$ cat config.mk
export PLATFORM = sky130hd
export DESIGN_NAME = ocp_channel
export DESIGN_NICKNAME = d
export VERILOG_FILES = /design/src/design/ocp_pkg.sv /design/src/design/ocp_channel.sv
export SDC_FILE = /design/constraint.sdc
export NUM_CORES = 1
export LEC_CHECK = 0
export ABC_AREA = 1
export ABC_CLOCK_PERIOD_IN_PS = 1800
export BUFFER_PORTS_ARGS = -buffer_cell sky130_fd_sc_hd__buf_4
export CAP_MARGIN = 20
export CELL_PAD_IN_SITES_DETAIL_PLACEMENT = 1
export CELL_PAD_IN_SITES_GLOBAL_PLACEMENT = 1
export CORE_ASPECT_RATIO = 1.5
export CORE_MARGIN = 8
export CORE_UTILIZATION = 34
export DETAILED_ROUTE_END_ITERATION = 10
export PLACE_DENSITY_LB_ADDON = 0.1
export SLEW_MARGIN = 15
export SYNTH_ARGS = -nofsm -noshare
export SYNTH_HDL_FRONTEND = slang
export SYNTH_SLANG_ARGS = --single-unit
$ cat constraint.sdc
create_clock -name mclk_i -period 1.8 [get_ports mclk_i]
set_clock_uncertainty 0.1 [all_clocks]
set_input_delay 0.36 -clock mclk_i [delete_from_list [all_inputs] [get_ports mclk_i]]
set_output_delay 0.36 -clock mclk_i [all_outputs]
set_load 0.05 [all_outputs]
$ cat src/design/ocp_pkg.sv
/*
 * ocp_pkg: constants, types and register map of the output compare
 * channel. Assumes one 125 MHz clock shared by the channel, its two
 * timebases and the AXI4-Lite master.
 */
package ocp_pkg;

	// ------------------------------------------------------------
	// register map (byte addresses)
	// ------------------------------------------------------------
	localparam logic [7:0] OCP_ADDR_CTRL = 8'h00;
	localparam logic [7:0] OCP_ADDR_PRI  = 8'h04;
	localparam logic [7:0] OCP_ADDR_SEC  = 8'h08;
	localparam logic [7:0] OCP_ADDR_STAT = 8'h0c;
	localparam logic [7:0] OCP_ADDR_MASK = 8'h10;
	localparam logic [7:0] OCP_ADDR_PIN  = 8'h14;

	// ------------------------------------------------------------
	// fields and reset values
	// ------------------------------------------------------------
	localparam int         OCP_TSEL_BIT  = 3;
	localparam int         OCP_EVT_BIT   = 0;
	localparam logic [15:0] OCP_RST_16   = 16'h0000;
	localparam logic [1:0] OCP_RESP_OKAY = 2'h0;
	localparam logic [1:0] OCP_RESP_SLV  = 2'h2;

	// ------------------------------------------------------------
	// timing: instruction clock as a divided enable
	// ------------------------------------------------------------
	localparam int         OCP_CLK_MHZ   = 125;
	localparam int         OCP_TCY_MHZ   = 125;
	localparam logic [7:0] OCP_TCY_DIV   = 8'(OCP_CLK_MHZ / OCP_TCY_MHZ);

	// ------------------------------------------------------------
	// types
	// ------------------------------------------------------------
	typedef enum logic [2:0] {
		OCP_MODE_OFF   = 3'h0,
		OCP_MODE_HIGH  = 3'h1,
		OCP_MODE_LOW   = 3'h2,
		OCP_MODE_TOG   = 3'h3,
		OCP_MODE_PULSE = 3'h4,
		OCP_MODE_CONT  = 3'h5,
		OCP_MODE_PWM   = 3'h6,
		OCP_MODE_PWMF  = 3'h7
	} ocp_mode_t;

	typedef enum logic [3:0] {
		OCP_SEQ_IDLE  = 4'b0001,
		OCP_SEQ_ARMED = 4'b0010,
		OCP_SEQ_FALL  = 4'b0100,
		OCP_SEQ_DONE  = 4'b1000
	} ocp_seq_t;

	typedef struct packed {
		logic [15:0] count;
		logic [15:0] period;
		logic        run;
	} ocp_timebase_t;

endpackage : ocp_pkg

$ cat src/design/ocp_channel.sv
/*
 * ocp_channel: one output compare channel with an AXI4-Lite register
 * slave, sticky event status with mask and a level interrupt.
 * Assumes the timebases run on mclk_i and step only on tcy_tick_o.
 */
`timescale 1ns/1ps

module ocp_channel
	import ocp_pkg::*;
(
	// clock and reset
	input  wire logic          mclk_i,
	input  wire logic          reset_i,
	// timebases
	input  wire ocp_timebase_t tb0_i,
	input  wire ocp_timebase_t tb1_i,
	output logic               tcy_tick_o,
	// compare output and interrupt
	output logic               compare_output_pin_o,
	output logic               irq_o,
	// axi4-lite write address
	input  wire logic [7:0]    s_axi_awaddr_i,
	input  wire logic          s_axi_awvalid_i,
	output logic               s_axi_awready_o,
	// axi4-lite write data
	input  wire logic [31:0]   s_axi_wdata_i,
	input  wire logic [3:0]    s_axi_wstrb_i,
	input  wire logic          s_axi_wvalid_i,
	output logic               s_axi_wready_o,
	// axi4-lite write response
	output logic [1:0]         s_axi_bresp_o,
	output logic               s_axi_bvalid_o,
	input  wire logic          s_axi_bready_i,
	// axi4-lite read address
	input  wire logic [7:0]    s_axi_araddr_i,
	input  wire logic          s_axi_arvalid_i,
	output logic               s_axi_arready_o,
	// axi4-lite read data
	output logic [31:0]        s_axi_rdata_o,
	output logic [1:0]         s_axi_rresp_o,
	output logic               s_axi_rvalid_o,
	input  wire logic          s_axi_rready_i
);

	// ------------------------------------------------------------
	// declarations
	// ------------------------------------------------------------
	logic [7:0]    div_r;
	logic [7:0]    aw_addr_r;
	logic          aw_held_r;
	logic [31:0]   w_data_r;
	logic [3:0]    w_strb_r;
	logic          w_held_r;
	logic          wr_go;
	logic          wr_ok;
	logic          ctl_wr;
	ocp_mode_t     mode_r;
	ocp_mode_t     mode_nxt;
	logic          tsel_r;
	logic [15:0]   pri_r;
	logic [15:0]   sec_r;
	logic          stat_r;
	logic          mask_r;
	ocp_seq_t      seq_r;
	ocp_timebase_t tb;
	logic          pri_eq;
	logic          sec_eq;
	logic          pri_eq_r;
	logic          sec_eq_r;
	logic          fire_r;
	logic          ev0_r;
	logic          ev1_r;
	logic          evt_set;
	logic [31:0]   rd_word;
	logic          rd_ok;

	// byte-lane merge for a 16-bit register
	function automatic logic [15:0] merge16(
		input logic [15:0] old,
		input logic [31:0] data,
		input logic [3:0]  strb
	);
		logic [15:0] res;
		res = old;
		if (strb[0])
		begin
			res[7:0] = data[7:0];
		end
		if (strb[1])
		begin
			res[15:8] = data[15:8];
		end
		return res;
	endfunction : merge16

	// ------------------------------------------------------------
	// instruction clock enable
	// ------------------------------------------------------------

	// divider pulsing once per instruction clock
	always_ff @(posedge mclk_i)
	begin
		if (reset_i)
		begin
			div_r      <= 8'h00;
			tcy_tick_o <= 1'b0;
		end
		else if (div_r >= OCP_TCY_DIV - 8'h01)
		begin
			div_r      <= 8'h00;
			tcy_tick_o <= 1'b1;
		end
		else
		begin
			div_r      <= div_r + 8'h01;
			tcy_tick_o <= 1'b0;
		end
	end

	// ------------------------------------------------------------
	// axi4-lite write path
	// ------------------------------------------------------------

	// address and data are taken in either order
	assign wr_go = aw_held_r && w_held_r && !s_axi_bvalid_o;

	// decode of the held write address
	always_comb
	begin
		unique case (aw_addr_r)
			OCP_ADDR_CTRL, OCP_ADDR_PRI, OCP_ADDR_SEC,
			OCP_ADDR_STAT, OCP_ADDR_MASK, OCP_ADDR_PIN: wr_ok = 1'b1;
			default: wr_ok = 1'b0;
		endcase
	end

	assign ctl_wr   = wr_go && (aw_addr_r == OCP_ADDR_CTRL) && w_strb_r[0];
	assign mode_nxt = ocp_mode_t'(w_data_r[2:0]);

	// write address channel
	always_ff @(posedge mclk_i)
	begin
		if (reset_i)
		begin
			aw_held_r       <= 1'b0;
			aw_addr_r       <= 8'h00;
			s_axi_awready_o <= 1'b0;
		end
		else
		begin
			if (s_axi_awvalid_i && s_axi_awready_o)
			begin
				aw_held_r <= 1'b1;
				aw_addr_r <= {s_axi_awaddr_i[7:2], 2'h0};
			end
			else if (wr_go)
			begin
				aw_held_r <= 1'b0;
			end
			s_axi_awready_o <= !aw_held_r && !s_axi_awready_o
				&& !s_axi_awvalid_i ? 1'b1
				: !aw_held_r && !(s_axi_awvalid_i && s_axi_awready_o);
		end
	end

	// write data channel
	always_ff @(posedge mclk_i)
	begin
		if (reset_i)
		begin
			w_held_r       <= 1'b0;
			w_data_r       <= 32'h0000_0000;
			w_strb_r       <= 4'h0;
			s_axi_wready_o <= 1'b0;
		end
		else
		begin
			if (s_axi_wvalid_i && s_axi_wready_o)
			begin
				w_held_r <= 1'b1;
				w_data_r <= s_axi_wdata_i;
				w_strb_r <= s_axi_wstrb_i;
			end
			else if (wr_go)
			begin
				w_held_r <= 1'b0;
			end
			s_axi_wready_o <= !w_held_r && !(s_axi_wvalid_i && s_axi_wready_o);
		end
	end

	// write response, one per write
	always_ff @(posedge mclk_i)
	begin
		if (reset_i)
		begin
			s_axi_bvalid_o <= 1'b0;
			s_axi_bresp_o  <= OCP_RESP_OKAY;
		end
		else if (wr_go)
		begin
			s_axi_bvalid_o <= 1'b1;
			s_axi_bresp_o  <= wr_ok ? OCP_RESP_OKAY : OCP_RESP_SLV;
		end
		else if (s_axi_bready_i)
		begin
			s_axi_bvalid_o <= 1'b0;
		end
	end

	// ------------------------------------------------------------
	// configuration registers
	// ------------------------------------------------------------

	// mode and timebase select
	always_ff @(posedge mclk_i)
	begin
		if (reset_i)
		begin
			mode_r <= OCP_MODE_OFF;
			tsel_r <= 1'b0;
		end
		else if (ctl_wr)
		begin
			mode_r <= mode_nxt;
			tsel_r <= w_data_r[OCP_TSEL_BIT];
		end
	end

	// compare values
	always_ff @(posedge mclk_i)
	begin
		if (reset_i)
		begin
			pri_r <= OCP_RST_16;
			sec_r <= OCP_RST_16;
		end
		else if (wr_go && aw_addr_r == OCP_ADDR_PRI)
		begin
			pri_r <= merge16(pri_r, w_data_r, w_strb_r);
		end
		else if (wr_go && aw_addr_r == OCP_ADDR_SEC)
		begin
			sec_r <= merge16(sec_r, w_data_r, w_strb_r);
		end
	end

	// ------------------------------------------------------------
	// compare and sequencing
	// ------------------------------------------------------------

	// selected timebase, which wraps at its period itself
	assign tb = tsel_r ? tb1_i : tb0_i;

	// equality only while running and with a nonzero period
	assign pri_eq = tb.run && (tb.period != 16'h0000)
		&& (tb.count == pri_r);
	assign sec_eq = tb.run && (tb.period != 16'h0000)
		&& (tb.count == sec_r);

	// match stage: one fire per new equality, sampled each tick
	always_ff @(posedge mclk_i)
	begin
		if (reset_i || ctl_wr)
		begin
			pri_eq_r <= 1'b0;
			sec_eq_r <= 1'b0;
			fire_r   <= 1'b0;
		end
		else if (tcy_tick_o)
		begin
			pri_eq_r <= pri_eq;
			sec_eq_r <= sec_eq;
			unique case (seq_r)
				OCP_SEQ_ARMED: fire_r <= pri_eq && !pri_eq_r;
				OCP_SEQ_FALL:  fire_r <= sec_eq && !sec_eq_r;
				default:       fire_r <= 1'b0;
			endcase
		end
	end

	// sequencer for single shot, toggle and pulse modes
	always_ff @(posedge mclk_i)
	begin
		if (reset_i)
		begin
			seq_r <= OCP_SEQ_IDLE;
		end
		else if (ctl_wr)
		begin
			unique case (mode_nxt)
				OCP_MODE_HIGH, OCP_MODE_LOW,
				OCP_MODE_TOG, OCP_MODE_PULSE: seq_r <= OCP_SEQ_ARMED;
				default:                      seq_r <= OCP_SEQ_IDLE;
			endcase
		end
		else if (tcy_tick_o && fire_r)
		begin
			unique case (seq_r)
				OCP_SEQ_ARMED:
					seq_r <= (mode_r == OCP_MODE_PULSE) ? OCP_SEQ_FALL
						: (mode_r == OCP_MODE_TOG) ? OCP_SEQ_ARMED
						: OCP_SEQ_DONE;
				OCP_SEQ_FALL: seq_r <= OCP_SEQ_DONE;
				default:      seq_r <= seq_r;
			endcase
		end
	end

	// compare output pin
	always_ff @(posedge mclk_i)
	begin
		if (reset_i)
		begin
			compare_output_pin_o <= 1'b0;
		end
		else if (ctl_wr)
		begin
			unique case (mode_nxt)
				OCP_MODE_HIGH:  compare_output_pin_o <= 1'b0;
				OCP_MODE_LOW:   compare_output_pin_o <= 1'b1;
				OCP_MODE_PULSE: compare_output_pin_o <= 1'b0;
				OCP_MODE_TOG:
					if (mode_r != OCP_MODE_HIGH && mode_r != OCP_MODE_LOW)
					begin
						compare_output_pin_o <= 1'b0;
					end
					else
					begin
						compare_output_pin_o <= compare_output_pin_o;
					end
				default:        compare_output_pin_o <= 1'b0;
			endcase
		end
		else if (tcy_tick_o && fire_r)
		begin
			// applied one tick after the match
			unique case (mode_r)
				OCP_MODE_HIGH:  compare_output_pin_o <= 1'b1;
				OCP_MODE_LOW:   compare_output_pin_o <= 1'b0;
				OCP_MODE_TOG:   compare_output_pin_o <= !compare_output_pin_o;
				OCP_MODE_PULSE: compare_output_pin_o <= (seq_r == OCP_SEQ_ARMED);
				default:        compare_output_pin_o <= compare_output_pin_o;
			endcase
		end
	end

	// ------------------------------------------------------------
	// event flag and interrupt
	// ------------------------------------------------------------

	// two-tick delay from pin change to flag
	always_ff @(posedge mclk_i)
	begin
		if (reset_i || ctl_wr)
		begin
			ev0_r <= 1'b0;
			ev1_r <= 1'b0;
		end
		else if (tcy_tick_o)
		begin
			ev0_r <= fire_r && !(mode_r == OCP_MODE_PULSE
				&& seq_r == OCP_SEQ_ARMED);
			ev1_r <= ev0_r;
		end
	end

	assign evt_set = tcy_tick_o && ev1_r;

	// sticky status, set wins over write-one clear
	always_ff @(posedge mclk_i)
	begin
		if (reset_i)
		begin
			stat_r <= 1'b0;
		end
		else if (evt_set)
		begin
			stat_r <= 1'b1;
		end
		else if (wr_go && aw_addr_r == OCP_ADDR_STAT && w_strb_r[0]
			&& w_data_r[OCP_EVT_BIT])
		begin
			stat_r <= 1'b0;
		end
	end

	// mask register
	always_ff @(posedge mclk_i)
	begin
		if (reset_i)
		begin
			mask_r <= 1'b0;
		end
		else if (wr_go && aw_addr_r == OCP_ADDR_MASK && w_strb_r[0])
		begin
			mask_r <= w_data_r[OCP_EVT_BIT];
		end
	end

	// level interrupt
	always_ff @(posedge mclk_i)
	begin
		if (reset_i)
		begin
			irq_o <= 1'b0;
		end
		else
		begin
			irq_o <= stat_r && mask_r;
		end
	end

	// ------------------------------------------------------------
	// axi4-lite read path
	// ------------------------------------------------------------

	// read mux
	always_comb
	begin
		rd_word = 32'h0000_0000;
		rd_ok   = 1'b1;
		unique case ({s_axi_araddr_i[7:2], 2'h0})
			OCP_ADDR_CTRL: rd_word = {28'h0, tsel_r, mode_r};
			OCP_ADDR_PRI:  rd_word = {16'h0, pri_r};
			OCP_ADDR_SEC:  rd_word = {16'h0, sec_r};
			OCP_ADDR_STAT: rd_word = {31'h0, stat_r};
			OCP_ADDR_MASK: rd_word = {31'h0, mask_r};
			OCP_ADDR_PIN:  rd_word = {27'h0, seq_r, compare_output_pin_o};
			default:       rd_ok   = 1'b0;
		endcase
	end

	// read address and data, one read at a time
	always_ff @(posedge mclk_i)
	begin
		if (reset_i)
		begin
			s_axi_arready_o <= 1'b0;
			s_axi_rvalid_o  <= 1'b0;
			s_axi_rdata_o   <= 32'h0000_0000;
			s_axi_rresp_o   <= OCP_RESP_OKAY;
		end
		else if (s_axi_arvalid_i && s_axi_arready_o)
		begin
			s_axi_arready_o <= 1'b0;
			s_axi_rvalid_o  <= 1'b1;
			s_axi_rdata_o   <= rd_word;
			s_axi_rresp_o   <= rd_ok ? OCP_RESP_OKAY : OCP_RESP_SLV;
		end
		else if (s_axi_rvalid_o)
		begin
			if (s_axi_rready_i)
			begin
				s_axi_rvalid_o <= 1'b0;
			end
		end
		else
		begin
			s_axi_arready_o <= 1'b1;
		end
	end

endmodule : ocp_channel

==> impl_metrics.tcl <==
set metrics [dict create \
    synth_most_common_cell "nand2_1" \
    wl_per_cell_microns 16.5 \
    yosys-top-cells-area "dfxtp_1 40%, nand2_1 15%, a21oi_1 8.2%" \
    slew_viol_final 0 \
    status "complete, no violations" \
    critPathKind "reg2reg" \
    drtIter0Drc 158 \
    clk_latency_ps 350 \
    critPathMaxStageDelay_ps 400 \
    avgSynthCellArea_sq_um 6.55 \
    stdcell_area_sq_um 6750 \
    cts-root-buf "clkbuf_16" \
    cp_slowest_cell "dfxtp_4" \
    clkTransAtPathRegs_ps 70 \
    seq_area_frac_synth 0.401 \
    critPathLaunchType "flop" \
    cp-end-kind "flop" \
    n_antenna_cell 0 \
    synth_seq_cells 99 \
    rsz0062_at_grt "yes" \
    worst_slack_ps 84.6 \
    rows 54 \
    relSlewSlack 0.597 \
    io_pins 169 \
    pre_cts_ws_ps -48.1 \
    die_h_microns 164 \
    vdd_drop_max_uv 394 \
    gp_congestion 0.868 \
    grtUsageTotal 0.191 \
    syn_area_sq_um 4940 \
    antenna_found_initial 0 \
    clock.fmax_ghz 0.583 \
    hp-class "in2reg" \
    setup_viol_count_final 0 \
    cp.buffers_inverters 3 \
    hold_buffers 0 \
    regArea_sq_um 1990 \
    p_leak_nw 2.98 \
    cts_tree "yes" \
    synth-edff-count 0 \
    worst_pin_slew_ps 589 \
    syn_inst 754 \
    grt_pass1_vias 5751 \
    crit_top_cell "nand2_1" \
    cp_max_fo 5 \
    synth_top_area_cell "dfxtp_1" \
    yosys_warnings 0 \
    dp_hpwl_microns 14200 \
    postRouteAntennaNets 0 \
    synth_common_cells "196 x nand2_1, 99 x dfxtp_1, 83 x nor2_1" \
    fin_crit_sh 0.953 \
    crit_family "simple AND/OR/NAND/NOR gates" \
    yosysTopAreaCellShare 0.401 \
    fin_nets 1025 \
    cts_sinks 99 \
    drc 0 \
    grt.overflow.total 0 \
    vias 5418 \
    hold_slack_ps 150 \
    viasPerCell 4.92 \
    dominantRegCellSynth "dfxtp_1" \
    async_flop_share 0 \
    final_layout_size_suffix_gt1_frac 0.256 \
    cap_violations 0 \
    die_x_microns 114 \
    drtPass1Iterations 4 \
    critical_path_required_ps 2000 \
    timing.final.hold_violations 0 \
    grt_start_max_net_pins 65 \
    placed_area_sq_um 6220 \
    grt_pass1_wl_microns 28300 \
    syn_to_final_growth_pct 36.7 \
    powerDensity_nw_per_um2 725 \
    yosysUniqueCellTypes 32 \
    nFillCells 1905 \
    cts_max_path_buffers 2 \
    min_period_ps 1720 \
    dieArea_sq_um 18700 \
    crit_chain "inv_8 > clkbuf_16 > nand2_1 > nand2_1 > xor2_1 > nor2_1 > nand2_1 > nor2_2 > nand3_2 > nand3_2 > nand2_1 > inv_1" \
    post-place-cells 1081 \
    multi_input_area_sq_um 2610 \
    port_buffers 128 \
    htree_levels 3 \
    postRouteWirelength_microns 18200 \
    initial_core_util 0.343 \
    cts_buffers 9 \
    fin_cells 1101 \
    critPathArrivalTime_ps 1910 \
    coreArea_sq_um 14400 \
]
==> cell families (layout without fill, tap and decap cells) <==
logic type | Yosys count | count (layout) | share of synthesized area
AO/OA/AOI/OAI | 186 | 186 | 0.196
XOR/XNOR | 5 | 5 | 0.00886
buffers and inverters | 127 | 261 | 0.115
flip-flops | 99 | 99 | 0.401
other | 1 | 18 | 0.000759
AND/OR/NAND/NOR | 336 | 336 | 0.278
==> report_power, final <==
part | switching, mW | total [mW] | internal [mW]
logic | 0.424 | 0.704 | 0.280
clock network | 0.934 | 1.90 | 0.964
registers | 0.0492 | 2.30 | 2.25
total | 1.41 | 4.90 | 3.49
==> sequential cells by signal (all words and copies together), names as in the netlist, 2 cells and up <==
signal	flops
w_data_r	16
mode_r	3
s_axi_rdata_o	16
w_strb_r	2
seq_r	4
pri_r	16
sec_r	16
aw_addr_r	6
==> metal layers <==
metal | wire (microns) | track usage | vias to the layer above
li1 | - | - | 2712
met1 | 7030 | 0.198 | 2540
met2 | 9800 | 0.363 | 134
met3 | 920 | 0.0422 | 32
met4 | 463 | 0.0711 | 0
met5 | 0 | 0 | -
==> path summary, 6_finish.rpt <==
kind | startpoint | to | slack, ps | cells after the start
min reg2reg | aw_held_r | s_axi_awready_o | 360 | 1
max | tsel_r | fire_r | 80 | 12
min | s_axi_rready_i | s_axi_rvalid_o | 150 | 4
max reg2reg | tsel_r | fire_r | 80 | 12
==> cell usage in the layout, fill, tap and decap left out, types with 3 or more instances in the layout <==
cell type | synthesis | layout
o22ai_1 | 15 | 15
nor2_2 | 2 | 8
nand3_1 | 38 | 35
dfxtp_1 | 99 | 97
xor2_1 | 5 | 4
buf_12 | 0 | 4
nor3_1 | 4 | 4
buf_4 | 20 | 154
o21ai_1 | 2 | 4
a21oi_1 | 81 | 81
conb_1 | 1 | 18
nor2_4 | 0 | 3
nand3_2 | 1 | 4
inv_8 | 0 | 3
nand4_1 | 5 | 5
inv_1 | 79 | 79
nor2_1 | 83 | 74
o21ai_0 | 80 | 77
nand2_1 | 196 | 165
clkbuf_16 | 0 | 11
nand2_2 | 0 | 30
a211oi_1 | 4 | 4
==> worst register-to-register path, stage by stage, from the launching register on <==
cell and delay (ps):
dfxtp_4 400, inv_8 60, clkbuf_16 160, nand2_1 110
nand2_1 90, xor2_1 160, nor2_1 100, nand2_1 70
nor2_2 160, nand3_2 90, nand3_2 70, nand2_1 50
inv_1 40
==> per-stage QoR <==
| stage | total power, mW | TNS (ps) | utilization |
|---|---|---|---|
| final | 4.90 | 0 | 0.469 |
| after global routing | 5.10 | -50.7 | 0.469 |
| after CTS | 4.94 | 0 | 0.453 |
| after detailed placement | 3.03 | -48.1 | 0.432 |
| after global placement | 3.01 | 0 | 0.432 |
| after floorplan | 2.74 | 0 | - |
==> final cells by class <==
| class | instances | area share |
|---|---|---|
| Clock buffer | 9 | 0.0333 |
| Clock inverter | 7 | 0.00852 |
| Inverter | 83 | 0.0472 |
| Multi-Input combinational cell | 545 | 0.387 |
| Sequential cell | 99 | 0.294 |
| Tap cell | 196 | 0.0363 |
| Timing Repair Buffer | 162 | 0.194 |
==> what timing repair did <==
| item | 4_1_cts | 5_1_grt |
|---|---|---|
| resized for setup | 6 | 56 |
| endpoints found under the setup margin | 1 | 12 |
| buffers inserted | 0 | 1 |
| pin swaps | 0 | 16 |
| cloned | 0 | 3 |
Power figures use the tool's default switching activity.
